`config.mk`:
```
export PLATFORM = sky130hd
export DESIGN_NAME = rbc_bank_ctrl
export DESIGN_NICKNAME = d
export VERILOG_FILES = /design/src/rbc_pkg.sv /design/src/rbc_bank_ctrl.sv
export SDC_FILE = /design/constraint.sdc
export NUM_CORES = 1
export LEC_CHECK = 0
export CAP_MARGIN = 20
export CORE_MARGIN = 4
export CORE_UTILIZATION = 59
export CTS_BUF_LIST = sky130_fd_sc_hd__clkbuf_4
export DETAILED_ROUTE_END_ITERATION = 16
export DONT_BUFFER_PORTS = 1
export PLACE_DENSITY = 0.75
export SYNTH_ARGS = -nofsm -noshare
export SYNTH_HDL_FRONTEND = slang
export SYNTH_SLANG_ARGS = --single-unit
```
`constraint.sdc`:
```
create_clock -name core_clk -period 16.2 [get_ports core_clk]
set_clock_uncertainty 0.05 [all_clocks]
set_input_delay 0 -clock core_clk [delete_from_list [all_inputs] [get_ports core_clk]]
set_output_delay 0 -clock core_clk [all_outputs]
set_load 0.005 [all_outputs]
```
`src/rbc_pkg.sv`:
```
// Constants, field layout and state codes for the ROM bank controller
package rbc_pkg;

  // Bank count and bus widths
  localparam int NUM_BANKS = 4;
  localparam int AV_ADDR_W = 8;
  localparam int WIDE_W = 64;
  localparam int NARROW_W = 8;

  // Register byte offsets
  localparam logic [7:0] STATUS_OFS = 8'h80;
  localparam logic [7:0] BANK0_OFS = 8'h88;
  localparam logic [7:0] BANK1_OFS = 8'h98;
  localparam logic [7:0] BANK2_OFS = 8'hA8;
  localparam logic [7:0] BANK3_OFS = 8'hB8;
  localparam logic [7:0] BANK_OFS [NUM_BANKS] = '{
    BANK0_OFS, BANK1_OFS, BANK2_OFS, BANK3_OFS
  };
  localparam int BANK_IDX_LSB = 4;

  // Control field positions (bit 31 is the leftmost field)
  localparam int BM_BIT = 31;
  localparam int FWE_BIT = 30;
  localparam int WAIT_LSB = 24;
  localparam int SELECT_ASSERT_DELAY_LSB = 22;
  localparam int OUTPUT_ENABLE_ASSERT_DELAY_LSB = 20;
  localparam int WRITE_STROBE_ASSERT_DELAY_LSB = 18;
  localparam int PORT_BIT = 17;
  localparam int WRITE_STROBE_EARLY_RELEASE_BIT = 16;
  localparam int READ_HOLD_CYCLES_LSB = 12;
  localparam int WRITE_HOLD_CYCLES_LSB = 8;
  localparam int FWT_LSB = 4;
  localparam int RE_BIT = 3;
  localparam int ARE_BIT = 2;
  localparam int WIDTH_LSB = 0;

  // Reset values: bank 0 boots with slow strobes, others all zero
  localparam logic [31:0] CTRL0_RST = 32'h146544B0;
  localparam logic [31:0] CTRL_RST = 32'h00000000;

  // Status register layout
  localparam int STAT_BUSY_LSB = 0;
  localparam int STAT_STRAP_BIT = 4;

  // Bank width codes
  localparam logic [1:0] WIDTH_8 = 2'b00;
  localparam logic [1:0] WIDTH_16 = 2'b01;
  localparam logic [1:0] WIDTH_32 = 2'b10;
  localparam logic [1:0] WIDTH_64 = 2'b11;

  // Ready-to-data sampling delays in clocks
  localparam logic [1:0] SYNC_RDY_DLY = 2'h1;
  localparam logic [1:0] ASYNC_RDY_DLY = 2'h3;

  // Memory window decode: top byte selects window, next two bits bank
  localparam logic [7:0] ROM_WINDOW = 8'hFF;
  localparam int WINDOW_LSB = 24;
  localparam int BANK_SEL_LSB = 22;

  // Per-bank chip select machine states
  typedef enum logic [2:0] {
    ST_IDLE = 3'b000,
    ST_STROBE = 3'b001,
    ST_READY_WAIT = 3'b010,
    ST_SAMPLE_DLY = 3'b011,
    ST_HOLD = 3'b100
  } rbc_state_t;

endpackage : rbc_pkg

```
`src/rbc_bank_ctrl.sv`:
```
// Four-bank ROM/FLASH/SRAM chip select controller with Avalon-MM registers
// Behaviour
// - ARE=0: data sampled one clock after ready
// - ARE=1: data sampled three clocks after ready
// - Width code selects 8/16/32/64 bit bank
// - Independent chip select machine per bank
// - Burst mode select resets to zero
// - Flash write permit resets to zero
// - Bank 0 wait resets 010100, others zero
// - Bank 0 select delay resets 01
// - Bank 0 output enable delay resets 10
// - Bank 0 write strobe delay resets 01
// - Bank 0 port from strap, others zero
// - Bank 0 early release resets one
// - Bank 0 read hold resets 0100
// - Bank 0 write hold resets 0100
// - Bank 0 first burst wait resets 1011
// - Bank 0 throttle from strap, others zero
// - Async ready select resets to zero
// - Bank 0 width from strap, others 8-bit
// - Select asserts 0-3 clocks after address
// - Output enable 0-3 clocks after select
// - Throttle enable lets ready stretch access
// - Hold strobes read_hold_cycles after read
//
// Design decisions made here: the Avalon-MM slave port and the register offsets.
`timescale 1ns/1ps
`default_nettype none

module rbc_bank_ctrl (
  input wire logic core_clk,
  input wire logic sys_rst,
  input wire logic [rbc_pkg::AV_ADDR_W-1:0] avs_address,
  input wire logic avs_read,
  input wire logic avs_write,
  input wire logic [31:0] avs_writedata,
  input wire logic [3:0] avs_byteenable,
  output logic [31:0] avs_readdata,
  output logic avs_waitrequest,
  input wire logic strap_shared_port,
  input wire logic strap_throttle,
  input wire logic [1:0] strap_width,
  input wire logic acc_req,
  input wire logic acc_write,
  input wire logic [31:0] acc_addr,
  input wire logic [rbc_pkg::WIDE_W-1:0] acc_wdata,
  output logic acc_ready,
  output logic acc_done,
  output logic acc_error,
  output logic [rbc_pkg::WIDE_W-1:0] acc_rdata,
  output logic [31:0] mem_addr,
  output logic [rbc_pkg::NUM_BANKS-1:0] bank_sel_n,
  output logic [rbc_pkg::NUM_BANKS-1:0] bank_oe_n,
  output logic [rbc_pkg::NUM_BANKS-1:0] bank_we_n,
  output logic [rbc_pkg::NUM_BANKS-1:0] bank_read,
  output logic [rbc_pkg::NUM_BANKS-1:0] bank_write,
  input wire logic mem_ready,
  input wire logic [rbc_pkg::WIDE_W-1:0] wide_data_in,
  output logic [rbc_pkg::WIDE_W-1:0] wide_data_out,
  output logic wide_data_oe,
  input wire logic [rbc_pkg::NARROW_W-1:0] narrow_data_in,
  output logic [rbc_pkg::NARROW_W-1:0] narrow_data_out,
  output logic narrow_data_oe
);
  import rbc_pkg::*;

  // Lane mask for a bank width code
  function automatic logic [WIDE_W-1:0] lane_mask(input logic [1:0] code);
    logic [WIDE_W-1:0] m;
    m = '0;
    unique case (code)
      WIDTH_8: m = {{56{1'b0}}, {8{1'b1}}};
      WIDTH_16: m = {{48{1'b0}}, {16{1'b1}}};
      WIDTH_32: m = {{32{1'b0}}, {32{1'b1}}};
      WIDTH_64: m = {64{1'b1}};
    endcase
    return m;
  endfunction : lane_mask

  // Register file and per-bank machine state
  logic [31:0] ctrl_reg [NUM_BANKS];
  logic [31:0] cfg_q [NUM_BANKS];
  rbc_state_t st_reg [NUM_BANKS];
  logic [5:0] cnt_reg [NUM_BANKS];
  logic [1:0] dcnt_reg [NUM_BANKS];
  logic [3:0] hcnt_reg [NUM_BANKS];
  logic [NUM_BANKS-1:0] wr_q;
  logic [NUM_BANKS-1:0] active;
  logic [NUM_BANKS-1:0] start;
  logic [NUM_BANKS-1:0] cap;
  logic [NUM_BANKS-1:0] done_b;
  logic [NUM_BANKS-1:0] sel_bank;
  logic strap_done_reg;
  logic ack_reg;
  logic [31:0] rdata_reg;
  logic [31:0] be_mask;
  logic [31:0] status_word;
  logic [31:0] rd_val;
  logic sel_status;
  logic sel_any;
  logic [1:0] sel_idx;
  logic bus_req;
  logic bus_wr_take;
  logic busy_any;
  logic take;
  logic hit;
  logic [1:0] tgt_idx;
  logic [31:0] tgt_ctrl;
  logic tgt_port;
  logic [1:0] tgt_width;
  logic [1:0] act_bank_reg;
  logic [31:0] act_cfg;
  logic [WIDE_W-1:0] rd_src;
  logic acc_done_reg;
  logic acc_error_reg;
  logic [WIDE_W-1:0] acc_rdata_reg;
  logic [31:0] mem_addr_reg;
  logic [WIDE_W-1:0] wide_out_reg;
  logic wide_oe_reg;
  logic [NARROW_W-1:0] narrow_out_reg;
  logic narrow_oe_reg;

  // Avalon slave decode: one wait cycle, then the answer
  assign bus_req = avs_read | avs_write;
  assign avs_waitrequest = bus_req & ~ack_reg;
  assign bus_wr_take = avs_write & ack_reg;
  assign be_mask = {{8{avs_byteenable[3]}}, {8{avs_byteenable[2]}},
                    {8{avs_byteenable[1]}}, {8{avs_byteenable[0]}}};
  assign sel_status = (avs_address == STATUS_OFS);
  assign sel_any = |sel_bank;
  assign sel_idx = avs_address[BANK_IDX_LSB+:2];
  assign status_word = {27'h0, strap_done_reg, active};
  assign rd_val = sel_status ? status_word :
                  sel_any ? ctrl_reg[sel_idx] : 32'h00000000;
  assign avs_readdata = rdata_reg;

  // Bus handshake and read data capture
  always_ff @(posedge core_clk or posedge sys_rst) begin
    if (sys_rst) begin
      ack_reg <= 1'b0;
      rdata_reg <= 32'h00000000;
    end else begin
      ack_reg <= bus_req & ~ack_reg;
      if (avs_read & ~ack_reg) begin
        rdata_reg <= rd_val;
      end
    end
  end

  // Strap capture flag, set on the first edge after reset release
  always_ff @(posedge core_clk or posedge sys_rst) begin
    if (sys_rst) begin
      strap_done_reg <= 1'b0;
    end else begin
      strap_done_reg <= 1'b1;
    end
  end

  // Access request decode against the memory window
  assign busy_any = |active;
  assign acc_ready = ~busy_any;
  assign take = acc_req & acc_ready;
  assign hit = (acc_addr[WINDOW_LSB+:8] == ROM_WINDOW);
  assign tgt_idx = acc_addr[BANK_SEL_LSB+:2];
  assign tgt_ctrl = ctrl_reg[tgt_idx];
  assign tgt_port = tgt_ctrl[PORT_BIT];
  assign tgt_width = tgt_ctrl[WIDTH_LSB+:2];
  assign act_cfg = cfg_q[act_bank_reg];
  assign rd_src = act_cfg[PORT_BIT] ? wide_data_in :
                  {{(WIDE_W-NARROW_W){1'b0}}, narrow_data_in};

  // One machine, control register and decode per bank
  genvar g;
  generate
    for (g = 0; g < NUM_BANKS; g++) begin : g_bank
      logic bm;
      logic flash_write_permit;
      logic [1:0] select_assert_delay;
      logic [1:0] output_enable_assert_delay;
      logic [1:0] write_strobe_assert_delay;
      logic write_strobe_early_release;
      logic re;
      logic are;
      logic wr;
      logic [5:0] wait_len;
      logic [3:0] hold_len;
      logic last;
      logic fin;
      logic to_idle;
      logic on;
      logic strobing;
      logic cs_on;
      logic oe_on;
      logic we_on;
      logic [5:0] oe_at;
      logic [5:0] we_at;
      rbc_state_t after_st;

      // Fields of the frozen copy taken at access start
      assign bm = cfg_q[g][BM_BIT];
      assign flash_write_permit = cfg_q[g][FWE_BIT];
      assign select_assert_delay = cfg_q[g][SELECT_ASSERT_DELAY_LSB+:2];
      assign output_enable_assert_delay = cfg_q[g][OUTPUT_ENABLE_ASSERT_DELAY_LSB+:2];
      assign write_strobe_assert_delay = cfg_q[g][WRITE_STROBE_ASSERT_DELAY_LSB+:2];
      assign write_strobe_early_release = cfg_q[g][WRITE_STROBE_EARLY_RELEASE_BIT];
      assign re = cfg_q[g][RE_BIT];
      assign are = cfg_q[g][ARE_BIT];
      assign wr = wr_q[g];

      // Strobe length and hold length for this access
      assign wait_len = bm ? {2'b00, cfg_q[g][FWT_LSB+:4]} :
                        cfg_q[g][WAIT_LSB+:6];
      assign hold_len = wr ? cfg_q[g][WRITE_HOLD_CYCLES_LSB+:4] :
                        cfg_q[g][READ_HOLD_CYCLES_LSB+:4];
      assign last = (st_reg[g] == ST_STROBE) && (cnt_reg[g] == wait_len);
      assign fin = (last & ~re) |
                   ((st_reg[g] == ST_SAMPLE_DLY) &&
                    (dcnt_reg[g] == SYNC_RDY_DLY));
      assign to_idle = (fin && (hold_len == 4'h0)) |
                       ((st_reg[g] == ST_HOLD) && (hcnt_reg[g] == 4'h1));
      assign after_st = (hold_len == 4'h0) ? ST_IDLE : ST_HOLD;

      // Strobe timing measured from address valid
      assign on = (st_reg[g] != ST_IDLE);
      assign strobing = (st_reg[g] == ST_STROBE);
      assign oe_at = 6'(select_assert_delay) + 6'(output_enable_assert_delay);
      assign we_at = 6'(select_assert_delay) + 6'(write_strobe_assert_delay);
      assign cs_on = on & (~strobing | (cnt_reg[g] >= 6'(select_assert_delay)));
      assign oe_on = on & ~wr & (~strobing | (cnt_reg[g] >= oe_at));
      assign we_on = on & wr & flash_write_permit & (~strobing | (cnt_reg[g] >= we_at)) &
                     ~(write_strobe_early_release & to_idle);

      // Bank pins, active low strobes
      assign bank_sel_n[g] = ~cs_on;
      assign bank_oe_n[g] = ~oe_on;
      assign bank_we_n[g] = ~we_on;
      assign bank_read[g] = on & ~wr;
      assign bank_write[g] = on & wr;
      assign active[g] = on;
      assign cap[g] = fin & ~wr;
      assign done_b[g] = to_idle;
      assign start[g] = take & hit & (tgt_idx == 2'(g));
      assign sel_bank[g] = (avs_address == BANK_OFS[g]);

      // Control register with byte enables; bank 0 loads straps
      always_ff @(posedge core_clk or posedge sys_rst) begin
        if (sys_rst) begin
          ctrl_reg[g] <= (g == 0) ? CTRL0_RST : CTRL_RST;
        end else begin
          if (bus_wr_take && sel_bank[g]) begin
            ctrl_reg[g] <= (ctrl_reg[g] & ~be_mask) |
                           (avs_writedata & be_mask);
          end else if ((g == 0) && !strap_done_reg) begin
            ctrl_reg[g][PORT_BIT] <= strap_shared_port;
            ctrl_reg[g][RE_BIT] <= strap_throttle;
            ctrl_reg[g][WIDTH_LSB+:2] <= strap_width;
          end
        end
      end

      // Chip select machine
      always_ff @(posedge core_clk or posedge sys_rst) begin
        if (sys_rst) begin
          st_reg[g] <= ST_IDLE;
          cnt_reg[g] <= 6'h00;
          dcnt_reg[g] <= 2'h0;
          hcnt_reg[g] <= 4'h0;
          cfg_q[g] <= (g == 0) ? CTRL0_RST : CTRL_RST;
          wr_q[g] <= 1'b0;
        end else begin
          unique case (st_reg[g])
            ST_IDLE: begin
              if (start[g]) begin
                st_reg[g] <= ST_STROBE;
                cnt_reg[g] <= 6'h00;
                cfg_q[g] <= ctrl_reg[g];
                wr_q[g] <= acc_write;
              end
            end
            ST_STROBE: begin
              if (last && re) begin
                st_reg[g] <= ST_READY_WAIT;
              end else if (last) begin
                st_reg[g] <= after_st;
                hcnt_reg[g] <= hold_len;
              end else begin
                cnt_reg[g] <= cnt_reg[g] + 6'h01;
              end
            end
            ST_READY_WAIT: begin
              if (mem_ready) begin
                st_reg[g] <= ST_SAMPLE_DLY;
                dcnt_reg[g] <= are ? ASYNC_RDY_DLY : SYNC_RDY_DLY;
              end
            end
            ST_SAMPLE_DLY: begin
              if (dcnt_reg[g] == SYNC_RDY_DLY) begin
                st_reg[g] <= after_st;
                hcnt_reg[g] <= hold_len;
              end else begin
                dcnt_reg[g] <= dcnt_reg[g] - 2'h1;
              end
            end
            ST_HOLD: begin
              if (hcnt_reg[g] == 4'h1) begin
                st_reg[g] <= ST_IDLE;
              end else begin
                hcnt_reg[g] <= hcnt_reg[g] - 4'h1;
              end
            end
            default: begin
              st_reg[g] <= ST_IDLE;
            end
          endcase
        end
      end
    end
  endgenerate

  // Access bookkeeping, address latch and data lanes
  always_ff @(posedge core_clk or posedge sys_rst) begin
    if (sys_rst) begin
      act_bank_reg <= 2'h0;
      mem_addr_reg <= 32'h00000000;
      acc_done_reg <= 1'b0;
      acc_error_reg <= 1'b0;
      acc_rdata_reg <= '0;
    end else begin
      acc_done_reg <= (|done_b) | (take & ~hit);
      acc_error_reg <= take & ~hit;
      if (take && hit) begin
        act_bank_reg <= tgt_idx;
        mem_addr_reg <= acc_addr;
      end
      if (|cap) begin
        acc_rdata_reg <= rd_src & lane_mask(act_cfg[WIDTH_LSB+:2]);
      end
    end
  end

  // Write data drive toward the selected data port
  always_ff @(posedge core_clk or posedge sys_rst) begin
    if (sys_rst) begin
      wide_out_reg <= '0;
      wide_oe_reg <= 1'b0;
      narrow_out_reg <= '0;
      narrow_oe_reg <= 1'b0;
    end else begin
      if (take && hit && acc_write) begin
        wide_out_reg <= acc_wdata & lane_mask(tgt_width);
        narrow_out_reg <= acc_wdata[NARROW_W-1:0];
        wide_oe_reg <= tgt_port;
        narrow_oe_reg <= ~tgt_port;
      end else if (|done_b) begin
        wide_oe_reg <= 1'b0;
        narrow_oe_reg <= 1'b0;
      end
    end
  end

  // Output drive
  assign acc_done = acc_done_reg;
  assign acc_error = acc_error_reg;
  assign acc_rdata = acc_rdata_reg;
  assign mem_addr = mem_addr_reg;
  assign wide_data_out = wide_out_reg;
  assign wide_data_oe = wide_oe_reg;
  assign narrow_data_out = narrow_out_reg;
  assign narrow_data_oe = narrow_oe_reg;

endmodule : rbc_bank_ctrl

`default_nettype wire

```
# After elaboration in Yosys (flattened, before gate mapping)
# Index checks and enable logic that the tools add are counted.
# op_classes
reduce_logical	78
n_eq_ne	84
add_sub_neg	20
mux	114
n_lt_le_gt_ge	15
bitwise	119
# op_table
cell	count
one-hot mux 64 bit (4 select lines)	2
binary-select mux 32 bit (select 2 bit)	3
two-way mux 64 bit	3
AND 32 bit	5
AND 64 bit	2
two-way mux 32 bit	4
OR 32 bit	4
two-way mux 6 bit	16
two-way mux 4 bit	20
two-way mux 3 bit	25
two-way mux 18 bit	4
one-hot mux 3 bit (5 select lines)	4
!= test 2 bit (second input constant)	28
AND 1 bit	50
equality test 8 bit (second input constant)	6
greater-or-equal comparator 6 x 3 -> 1 bit	8
one-hot mux 4 bit (3 select lines)	4
one-hot mux 6 bit (2 select lines)	4
AND reduction 5 bit	8
NOT 1 bit	32
NOT 32 bit	1
two-way mux 2 bit	14
logical AND 1 bit	26
adder 2 x 2 -> 3 bit	8
other kinds (27)	149
# word_totals
output_inout_bits	226
wordCells	471
ff_bits	528
inputBits	223

# Depth between registers and ports, before layout
# Gate-level depths: netlist of run 1.
# depth
ltp_word	11
ltp_mapped	11
ltp_nobuf	9

# Worst setup path before layout of run 1
# No wires, ideal clock.
# synth_timing
kind	flip-flop to flip-flop
from	register cfg_q[127] in the netlist's numbering
to	register acc_rdata_reg[0] (netlist: acc_rdata[0])
setup_ns	0.127
required_time_ns	16.023
path_stages_with_launch	11
arrival_time_ns	2.243
synth_period_minus_slack_ns	2.421
path_buffers	3
path_slack_ns	13.779
cell_sequence	dfrtp_1 -> buf_6 -> mux2i_1 -> xor2_1 -> nand4_1 -> a221o_1 -> or4_1 -> nand3_1 -> buf_6 -> buf_8 -> mux2_1
# synth_between
elab_chain_len	7
# synth_rtl
item	line_no	text
from (decl)	rbc_bank_ctrl.sv:82	logic [31:0] cfg_q [NUM_BANKS];
from (signal, indexed assignment)	rbc_bank_ctrl.sv:268	cfg_q[g] <= (g == 0) ? CTRL0_RST : CTRL_RST;
from (signal, indexed assignment)	rbc_bank_ctrl.sv:276	cfg_q[g] <= ctrl_reg[g];
two-way mux 6 bit	rbc_bank_ctrl.sv:211	assign wait_len = bm ? {2'b00, cfg_q[g][FWT_LSB+:4]} :
equality test 6 bit	rbc_bank_ctrl.sv:215	assign last = (st_reg[g] == ST_STROBE) && (cnt_reg[g] == wait_len);
logical AND 1 bit	rbc_bank_ctrl.sv:215	
AND 1 bit	rbc_bank_ctrl.sv:216	assign fin = (last & ~re) |
OR 1 bit	rbc_bank_ctrl.sv:216	
AND 1 bit	rbc_bank_ctrl.sv:240	assign cap[g] = fin & ~wr;
OR reduction 4 bit	rbc_bank_ctrl.sv:335	if (|cap) begin
to (signal assigned)	rbc_bank_ctrl.sv:336	acc_rdata_reg <= rd_src & lane_mask(act_cfg[WIDTH_LSB+:2]);
to (decl)	rbc_bank_ctrl.sv:116	logic [WIDE_W-1:0] acc_rdata_reg;
# Every way passes these cells.
# A chain may end at the register's enable or synchronous reset.

# Worst setup path in the final report of run 1
# layout_timing
from	register st_reg[6] in the netlist's numbering
to	register wr_q[2] (netlist: g_bank[2].wr)
# layout_between
elab_chain_len	7
# layout_rtl
item	line_no	text
from (decl)	rbc_bank_ctrl.sv:83	rbc_state_t st_reg [NUM_BANKS];
from (signal, indexed assignment)	rbc_bank_ctrl.sv:284	st_reg[g] <= after_st;
from (signal, indexed assignment)	rbc_bank_ctrl.sv:298	st_reg[g] <= after_st;
nonzero test 3 bit	rbc_bank_ctrl.sv:224	assign on = (st_reg[g] != ST_IDLE);
OR reduction 4 bit	rbc_bank_ctrl.sv:160	assign busy_any = |active;
NOT 1 bit	rbc_bank_ctrl.sv:161	assign acc_ready = ~busy_any;
via acc_ready	rbc_bank_ctrl.sv:47	output logic acc_ready,
AND 1 bit	rbc_bank_ctrl.sv:162	assign take = acc_req & acc_ready;
AND 1 bit (2 in series)	rbc_bank_ctrl.sv:242	assign start[g] = take & hit & (tgt_idx == 2'(g));
AND reduction 2 bit (no line)	n/a	
to (signal, indexed assignment)	rbc_bank_ctrl.sv:277	wr_q[g] <= acc_write;
to (decl)	rbc_bank_ctrl.sv:87	logic [NUM_BANKS-1:0] wr_q;
# The timed path passes the listed nets, and every way through them passes these cells.

==> results of run 1 <==
[where the power goes]
| part | switching (mW) | internal, mW | total [mW] |
|---|---|---|---|
| logic | 0.0667 | 0.0630 | 0.130 |
| clock network | 0.583 | 0.707 | 1.29 |
| registers | 0.00890 | 1.30 | 1.31 |
| total | 0.659 | 2.07 | 2.73 |
[cells by family (layout without fill, tap and decap cells)]
family / after synthesis / count (layout)
multiplexers: 287 / 287
AND/OR/NAND/NOR: 1057 / 1057
other: 1 / 7
adder cells (fa/ha/maj): 64 / 64
flip-flops: 518 / 518
AO/OA/AOI/OAI: 202 / 202
XOR/XNOR: 24 / 24
buffers and inverters: 245 / 853
[repair_timing]
| item | 4_1_cts | 5_1_grt |
|---|---|---|
| hold buffers | 477 | 0 |
| setup endpoints to repair | 0 | 0 |
| endpoints found under the hold margin | 834 | 0 |
[area by class of cell]
| cell class | count | area share [%] |
|---|---|---|
| diodes | 6 | 0.04757 |
| well taps | 532 | 2.109 |
| clock buffers | 206 | 4.900 |
| repair buffers | 495 | 16.06 |
| clock inverters | 34 | 1.106 |
| multi-input cells | 1635 | 33.19 |
| flip-flops and latches | 518 | 41.16 |
| inverters | 118 | 1.427 |
[layer usage]
metal,part of all wire (%),vias up,track usage [%],routed length [µm]
li1,-,9122,-,-
met1,35,10518,45.94,30510
met2,48,1500,60.09,41380
met3,9.8,434,10.54,8519
met4,7.5,0,25.10,6551
met5,0,-,0,0
[worst min-delay path by stage]
stage,from,endpoint,depth (start not counted)
floorplan,acc_addr[0],mem_addr[0]$_DFFE_PP0P_,2
global placement,sys_rst,acc_rdata[6]$_DFFE_PP0P_,1
detailed placement,sys_rst,acc_rdata[22]$_DFFE_PP0P_,1
CTS,avs_byteenable[0],flip-flop,5
global route,acc_addr[23],cfg_q[98]$_DFFE_PP0P_,3
finish,acc_addr[23],cfg_q[101]$_DFFE_PP1P_,3
[layout by cell type, fill, tap and decap left out, types with 7 or more instances in the layout]
master	n
mux4_2	38
nand2_1	750
nand3b_1	7
nor2b_1	12
clkinv_1	18
a31oi_1	10
nor3_1	22
or2_2	8
mux2i_1	99
and3_1	10
fa_1	8
o31ai_1	7
nor2_1	76
dlygate4sd3_1	474
bufinv_16	8
nand4_1	17
buf_4	12
mux2_2	145
dfrtp_1	496
clkbuf_4	206
buf_16	7
dfstp_2	22
a21oi_1	37
xnor2_1	11
nand2b_1	33
ha_1	56
inv_1	117
xor2_1	13
o21ai_0	77
nand3_1	69
[tightest hold or removal path: stages]
cell     delay [ns]
or3_1          0.81
nand2_1        0.12
nand2_1        0.05
==> impl_metrics.env, run 1 <==
export IMPL_critPathLaunch="st_reg[6]$_DFFE_PP0P_"
export IMPL_first_pass_iters=8
export IMPL_status="complete, no violations"
export IMPL_dpl_hpwl_um=49170
export IMPL_synth_area_top_cells="dfrtp_1 (51%), nand2_1 (12%), mux2_2 (6.7%)"
export IMPL_synth_distinct_cells=83
export IMPL_setup_slack_ns=11.51
export IMPL_gp_congestion=0.8967
export IMPL_synthToLayoutAreaGrowth_pct=28.87
export IMPL_finalSetupTns_ns=0
export IMPL_synthXorXnorAreaFrac_pct=0.8583
export IMPL_rr_worst_depth=9
export IMPL_ctsResizeCount=0
export IMPL_synth_common_cells="nand2_1 (751), dfrtp_1 (496), mux2_2 (145)"
export IMPL_utilization_pct=77.12
export IMPL_cts_tree="done"
export IMPL_die_h_um=211.7
export IMPL_async_reset_ff_share_pct=100.0
export IMPL_synthMostInstantiatedCell="nand2_1"
export IMPL_grt_pass1_wl_um=131500
export IMPL_synth_top_family_by_area="simple AND/OR/NAND/NOR gates"
export IMPL_synthDominantCellAreaShare_pct=50.68
export IMPL_multi_input_area_um2=10480
export IMPL_cts_sinks=518
export IMPL_seq_area_um2=12990
export IMPL_dieArea_um2=44830
export IMPL_clk_latency_ns=0.89
export IMPL_synthSimpleGateAreaFrac_pct=18.57
export IMPL_synth_compound_area_share_pct=5.221
export IMPL_post_cts_buffers=0
export IMPL_start_util_pct=59.84
export IMPL_relSlewSlack_pct=26.37
export IMPL_wl_um=86960
export IMPL_rsz0062_at_grt="no"
export IMPL_layout_drive_gt1_share_pct=15.90
export IMPL_critPathKind="flip-flop to flip-flop"
export IMPL_grt_overflow_total=0
export IMPL_stdcell_area_um2=31560
export IMPL_ctsLongestPathBuffers=3
export IMPL_fill_cells=2479
export IMPL_yosys_warnings=0
export IMPL_wl_per_cell_um=24.54
export IMPL_path_buf_inv=3
export IMPL_crit_arrival_ns=5.44
export IMPL_ys_ff_latch=518
export IMPL_first_iter_violations=2606
export IMPL_post_synth_cell_area_avg_um2=10.21
export IMPL_track_usage_pct=38.01
export IMPL_core_area_um2=40920
export IMPL_cts_root_buf="clkbuf_4"
export IMPL_power_mw=2.730
export IMPL_min_path_type="primary input to flip-flop"
export IMPL_clk_pin_slew_ns=0.07
export IMPL_fin_cells=3544
export IMPL_rr_startpoint="st_reg[6]$_DFFE_PP0P_"
export IMPL_crit_end="g_bank[2].wr$_DFFE_PP0P_"
export IMPL_cp_end_kind="flip-flop"
export IMPL_worst_path_max_delay_cell="nor3_1"
export IMPL_pre_cts_ws_ns=11.71
export IMPL_ys_flop_type="dfrtp_1"
export IMPL_rows=74
export IMPL_grt_max_degree=184
export IMPL_drc=0
export IMPL_drv_cap=0
export IMPL_nets=3192
export IMPL_max_freq_mhz=213.4
export IMPL_reg2reg_to="g_bank[2].wr$_DFFE_PP0P_"
export IMPL_syn_instance_count=2398
export IMPL_synth_mux_area_share_pct=14.45
export IMPL_h_tree_depth=4
export IMPL_syn_num_nets=2685
export IMPL_crit_family="simple AND/OR/NAND/NOR gates"
export IMPL_pin_count=449
export IMPL_cp_num_cells=9
export IMPL_rrSetupSlack_ns=11.51
export IMPL_synth_top_cell_by_area="dfrtp_1"
export IMPL_synthAdderAreaFrac_pct=3.515
export IMPL_viasPerCell=6.087
export IMPL_setup_viol=0
export IMPL_path_cells="nor3_1 > and4_1 > nand3_2 > nor3b_4 > buf_4 > nand2_1 > dlygate4sd3_1 > nand2_1 > dlygate4sd3_1"
export IMPL_antenna_found_initial=5
export IMPL_maxSlewViolCount=0
export IMPL_ys_seq_area_share_pct=53.04
export IMPL_grt_pass1_vias=22755
export IMPL_worst_pin_slew_ns=1.105
export IMPL_dp_cells=2816
export IMPL_dpl_cell_area_um2=24690
export IMPL_synth_edf_count=0
export IMPL_hold_viol_final=0
export IMPL_die_x_um=211.7
export IMPL_syn_area_um2=24490
export IMPL_p_per_area_nw_per_um2=86.49
export IMPL_cts_buffers=137
export IMPL_hold_ws_ns=0.1019
export IMPL_cp_max_fo=40
export IMPL_min_period_ns=4.686
export IMPL_postRouteAntennaNets=0
export IMPL_leakage_nw=15.42
export IMPL_startpoint_type="flip-flop"
export IMPL_vias=21574
export IMPL_io_buffers=0
export IMPL_peakVddDrop_mv=0.07362
export IMPL_max_stage_delay_ns=0.83
export IMPL_timing_final_crit_share_pct=28.93
export IMPL_cp_data_required_time_ns=16.96
(Power assumes the default switching activity.)
==> inputs of run 2 (changes only) <==
==> constraint.sdc (replaced) <==
create_clock -name core_clk -period 4.4 [get_ports core_clk]
set_clock_uncertainty 0.05 [all_clocks]
set_input_delay 0 -clock core_clk [delete_from_list [all_inputs] [get_ports core_clk]]
set_output_delay 0 -clock core_clk [all_outputs]
set_load 0.005 [all_outputs]
==> run 2 against run 1 <==
Register-to-register slack got worse by 11 ns. Largest cell class unchanged. Setup slack got worse by 11 ns. Largest power group unchanged. Total power rose to 3.6 times the previous value. Cell count rose by 0.65%. Global-route usage rose by 0.20 points.
==> impl_metrics.env, run 2 (same netlist as run 1, synthesis figures left out) <==
export IMPL_leakage_nw=15.49
export IMPL_track_usage_pct=38.22
export IMPL_fill_cells=2449
export IMPL_die_x_um=211.7
export IMPL_gp_congestion=0.9412
export IMPL_max_freq_mhz=238.2
export IMPL_nets=3209
export IMPL_io_buffers=0
export IMPL_worst_pin_slew_ns=0.9500
export IMPL_synthToLayoutAreaGrowth_pct=29.09
export IMPL_vias=21617
export IMPL_dp_cells=2827
export IMPL_max_stage_delay_ns=0.85
export IMPL_cts_buffers=138
export IMPL_multi_input_area_um2=10480
export IMPL_postRouteAntennaNets=0
export IMPL_core_area_um2=40920
export IMPL_clk_latency_ns=0.91
export IMPL_hold_ws_ns=0.08821
export IMPL_critPathKind="primary input to flip-flop"
export IMPL_relSlewSlack_pct=36.13
export IMPL_post_cts_buffers=0
export IMPL_p_int_mw=7.337
export IMPL_drc=0
export IMPL_grt_overflow_total=0
export IMPL_p_clk_share_pct=45.6
export IMPL_maxSlewViolCount=0
export IMPL_seq_area_um2=12990
export IMPL_clk_pin_slew_ns=0.08
export IMPL_comb_power_share_pct=4.8
export IMPL_wl_per_cell_um=24.44
export IMPL_utilization_pct=77.25
export IMPL_status="complete, no violations"
export IMPL_path_buf_inv=5
export IMPL_crit_top_cell="dlygate4sd3_1"
export IMPL_startpoint_type="primary input"
export IMPL_hold_viol_final=0
export IMPL_dpl_hpwl_um=49470
export IMPL_switching_share_pct=24.57
export IMPL_viasPerCell=6.060
export IMPL_cts_root_buf="clkbuf_4"
export IMPL_layout_commonest_cell="nand2_1"
export IMPL_crit_family="buffers and inverters"
export IMPL_cp_max_fo=33
export IMPL_first_pass_iters=8
export IMPL_p_switching_mw=2.390
export IMPL_path_cells="dlygate4sd3_1 > nor4_1 > and3_1 > dlygate4sd3_1 > buf_4 > nand3_1 > nor3_2 > nand2_1 > dlygate4sd3_1 > mux2_2 > dlygate4sd3_1"
export IMPL_ctsResizeCount=0
export IMPL_rsz0062_at_grt="no"
export IMPL_cts_tree="done"
export IMPL_layout_drive_gt1_share_pct=16.48
export IMPL_ctsLongestPathBuffers=3
export IMPL_antenna_found_initial=5
export IMPL_drv_cap=0
export IMPL_first_iter_violations=2151
export IMPL_grt_max_degree=148
export IMPL_grt_pass1_vias=22773
export IMPL_fin_cells=3567
export IMPL_start_util_pct=59.84
export IMPL_cp_data_required_time_ns=5.06
export IMPL_pin_count=449
export IMPL_final_cell_mix="nand2_1 (750), dfrtp_1 (496), dlygate4sd3_1 (479)"
export IMPL_cp_end_kind="flip-flop"
export IMPL_worst_path_max_delay_cell="dlygate4sd3_1"
export IMPL_pwr_share_seq_pct=49.5
export IMPL_wl_um=87170
export IMPL_finalSetupTns_ns=0
export IMPL_h_tree_depth=4
export IMPL_setup_viol=0
export IMPL_min_period_ns=4.198
export IMPL_timing_final_crit_share_pct=95.41
export IMPL_crit_arrival_ns=4.86
export IMPL_grt_pass1_wl_um=131700
export IMPL_rows=74
export IMPL_die_h_um=211.7
export IMPL_dieArea_um2=44830
export IMPL_min_path_type="primary input to flip-flop"
export IMPL_cts_sinks=518
export IMPL_p_per_area_nw_per_um2=307.7
export IMPL_peakVddDrop_mv=0.3795
run 2: cell count changes in the layout (fill, tap and decap cells not counted), moves of 2 or more:
cell | before | now
clkbuf_4 | 206 | 220
buf_4 | 12 | 19
bufinv_16 | 8 | 1
buf_12 | 2 | 8
clkinv_1 | 18 | 13
dlygate4sd3_1 | 474 | 479
inv_2 | 3 | 6
buf_16 | 7 | 5
diode_2 | 6 | 8
run 2: path summary, 6_finish.rpt:
path,from,to,slack (ns),cells after the start
hold / removal,avs_byteenable[0],flip-flop,0.09,5
hold reg to reg,cfg_q[103]$_DFFE_PP1P_,cfg_q[103]$_DFFE_PP1P_,0.41,2
setup reg to reg,st_reg[10]$_DFFE_PP0P_,wide_data_out[51]$_DFFE_PP0P_,0.33,8
max in group asynchronous,sys_rst,acc_rdata[2]$_DFFE_PP0P_,3.09,4
min in group asynchronous,sys_rst,acc_rdata[6]$_DFFE_PP0P_,0.33,4
setup / recovery,avs_address[6],flip-flop,0.20,11
run 2: layout make-up:
class / count / share of cell area [%]
inverters: 118 / 1.413
well taps: 532 / 2.106
multi-input cells: 1635 / 33.14
repair buffers: 511 / 16.56
clock buffers: 220 / 5.224
diodes: 8 / 0.06332
clock inverters: 25 / 0.4076
flip-flops and latches: 518 / 41.09
run 2: what timing repair did:
action	4_1_cts	5_1_grt
endpoints found under the setup margin	0	0
hold buffers	481	2
endpoints found under the hold margin	986	29
run 2: through the flow:
stage          area, µm²  total power, mW  setup slack [ns]
6_report           31610            9.727            0.2022
5_1_grt            31610            10.06            0.2069
4_1_cts            31470            9.631            0.5373
3_5_place_dp       24820            5.100             1.133
3_3_place_gp       24820            5.095             1.247
2_1_floorplan      24490            5.061            -2.668
run 2: tightest hold or removal path: cells and delay by family:
| kind | cells | cell delay [ns] |
|---|---|---|
| buf+inv | 2 | 0.71 |
| mux | 1 | 0.11 |
| simple gates | 2 | 0.15 |
run 2: power groups by stage:
stage                     registers [mW]  clock network, mW  logic, mW
after floorplan                     4.90                  0      0.165
after global placement              4.90                  0      0.192
after detailed placement            4.90                  0      0.196
after CTS                           4.82               4.37      0.448
after global routing                4.82               4.74      0.502
final                               4.82               4.44      0.471
run 2: metal layers:
layer / part of all wire (%) / global-route usage, % / vias to the layer above
li1: - / - / 9186
met1: 36 / 45.57 / 10607
met2: 47 / 60.19 / 1384
met5: 0.052 / 0.6466 / -
met4: 7.3 / 24.17 / 2
met3: 9.9 / 12.43 / 438
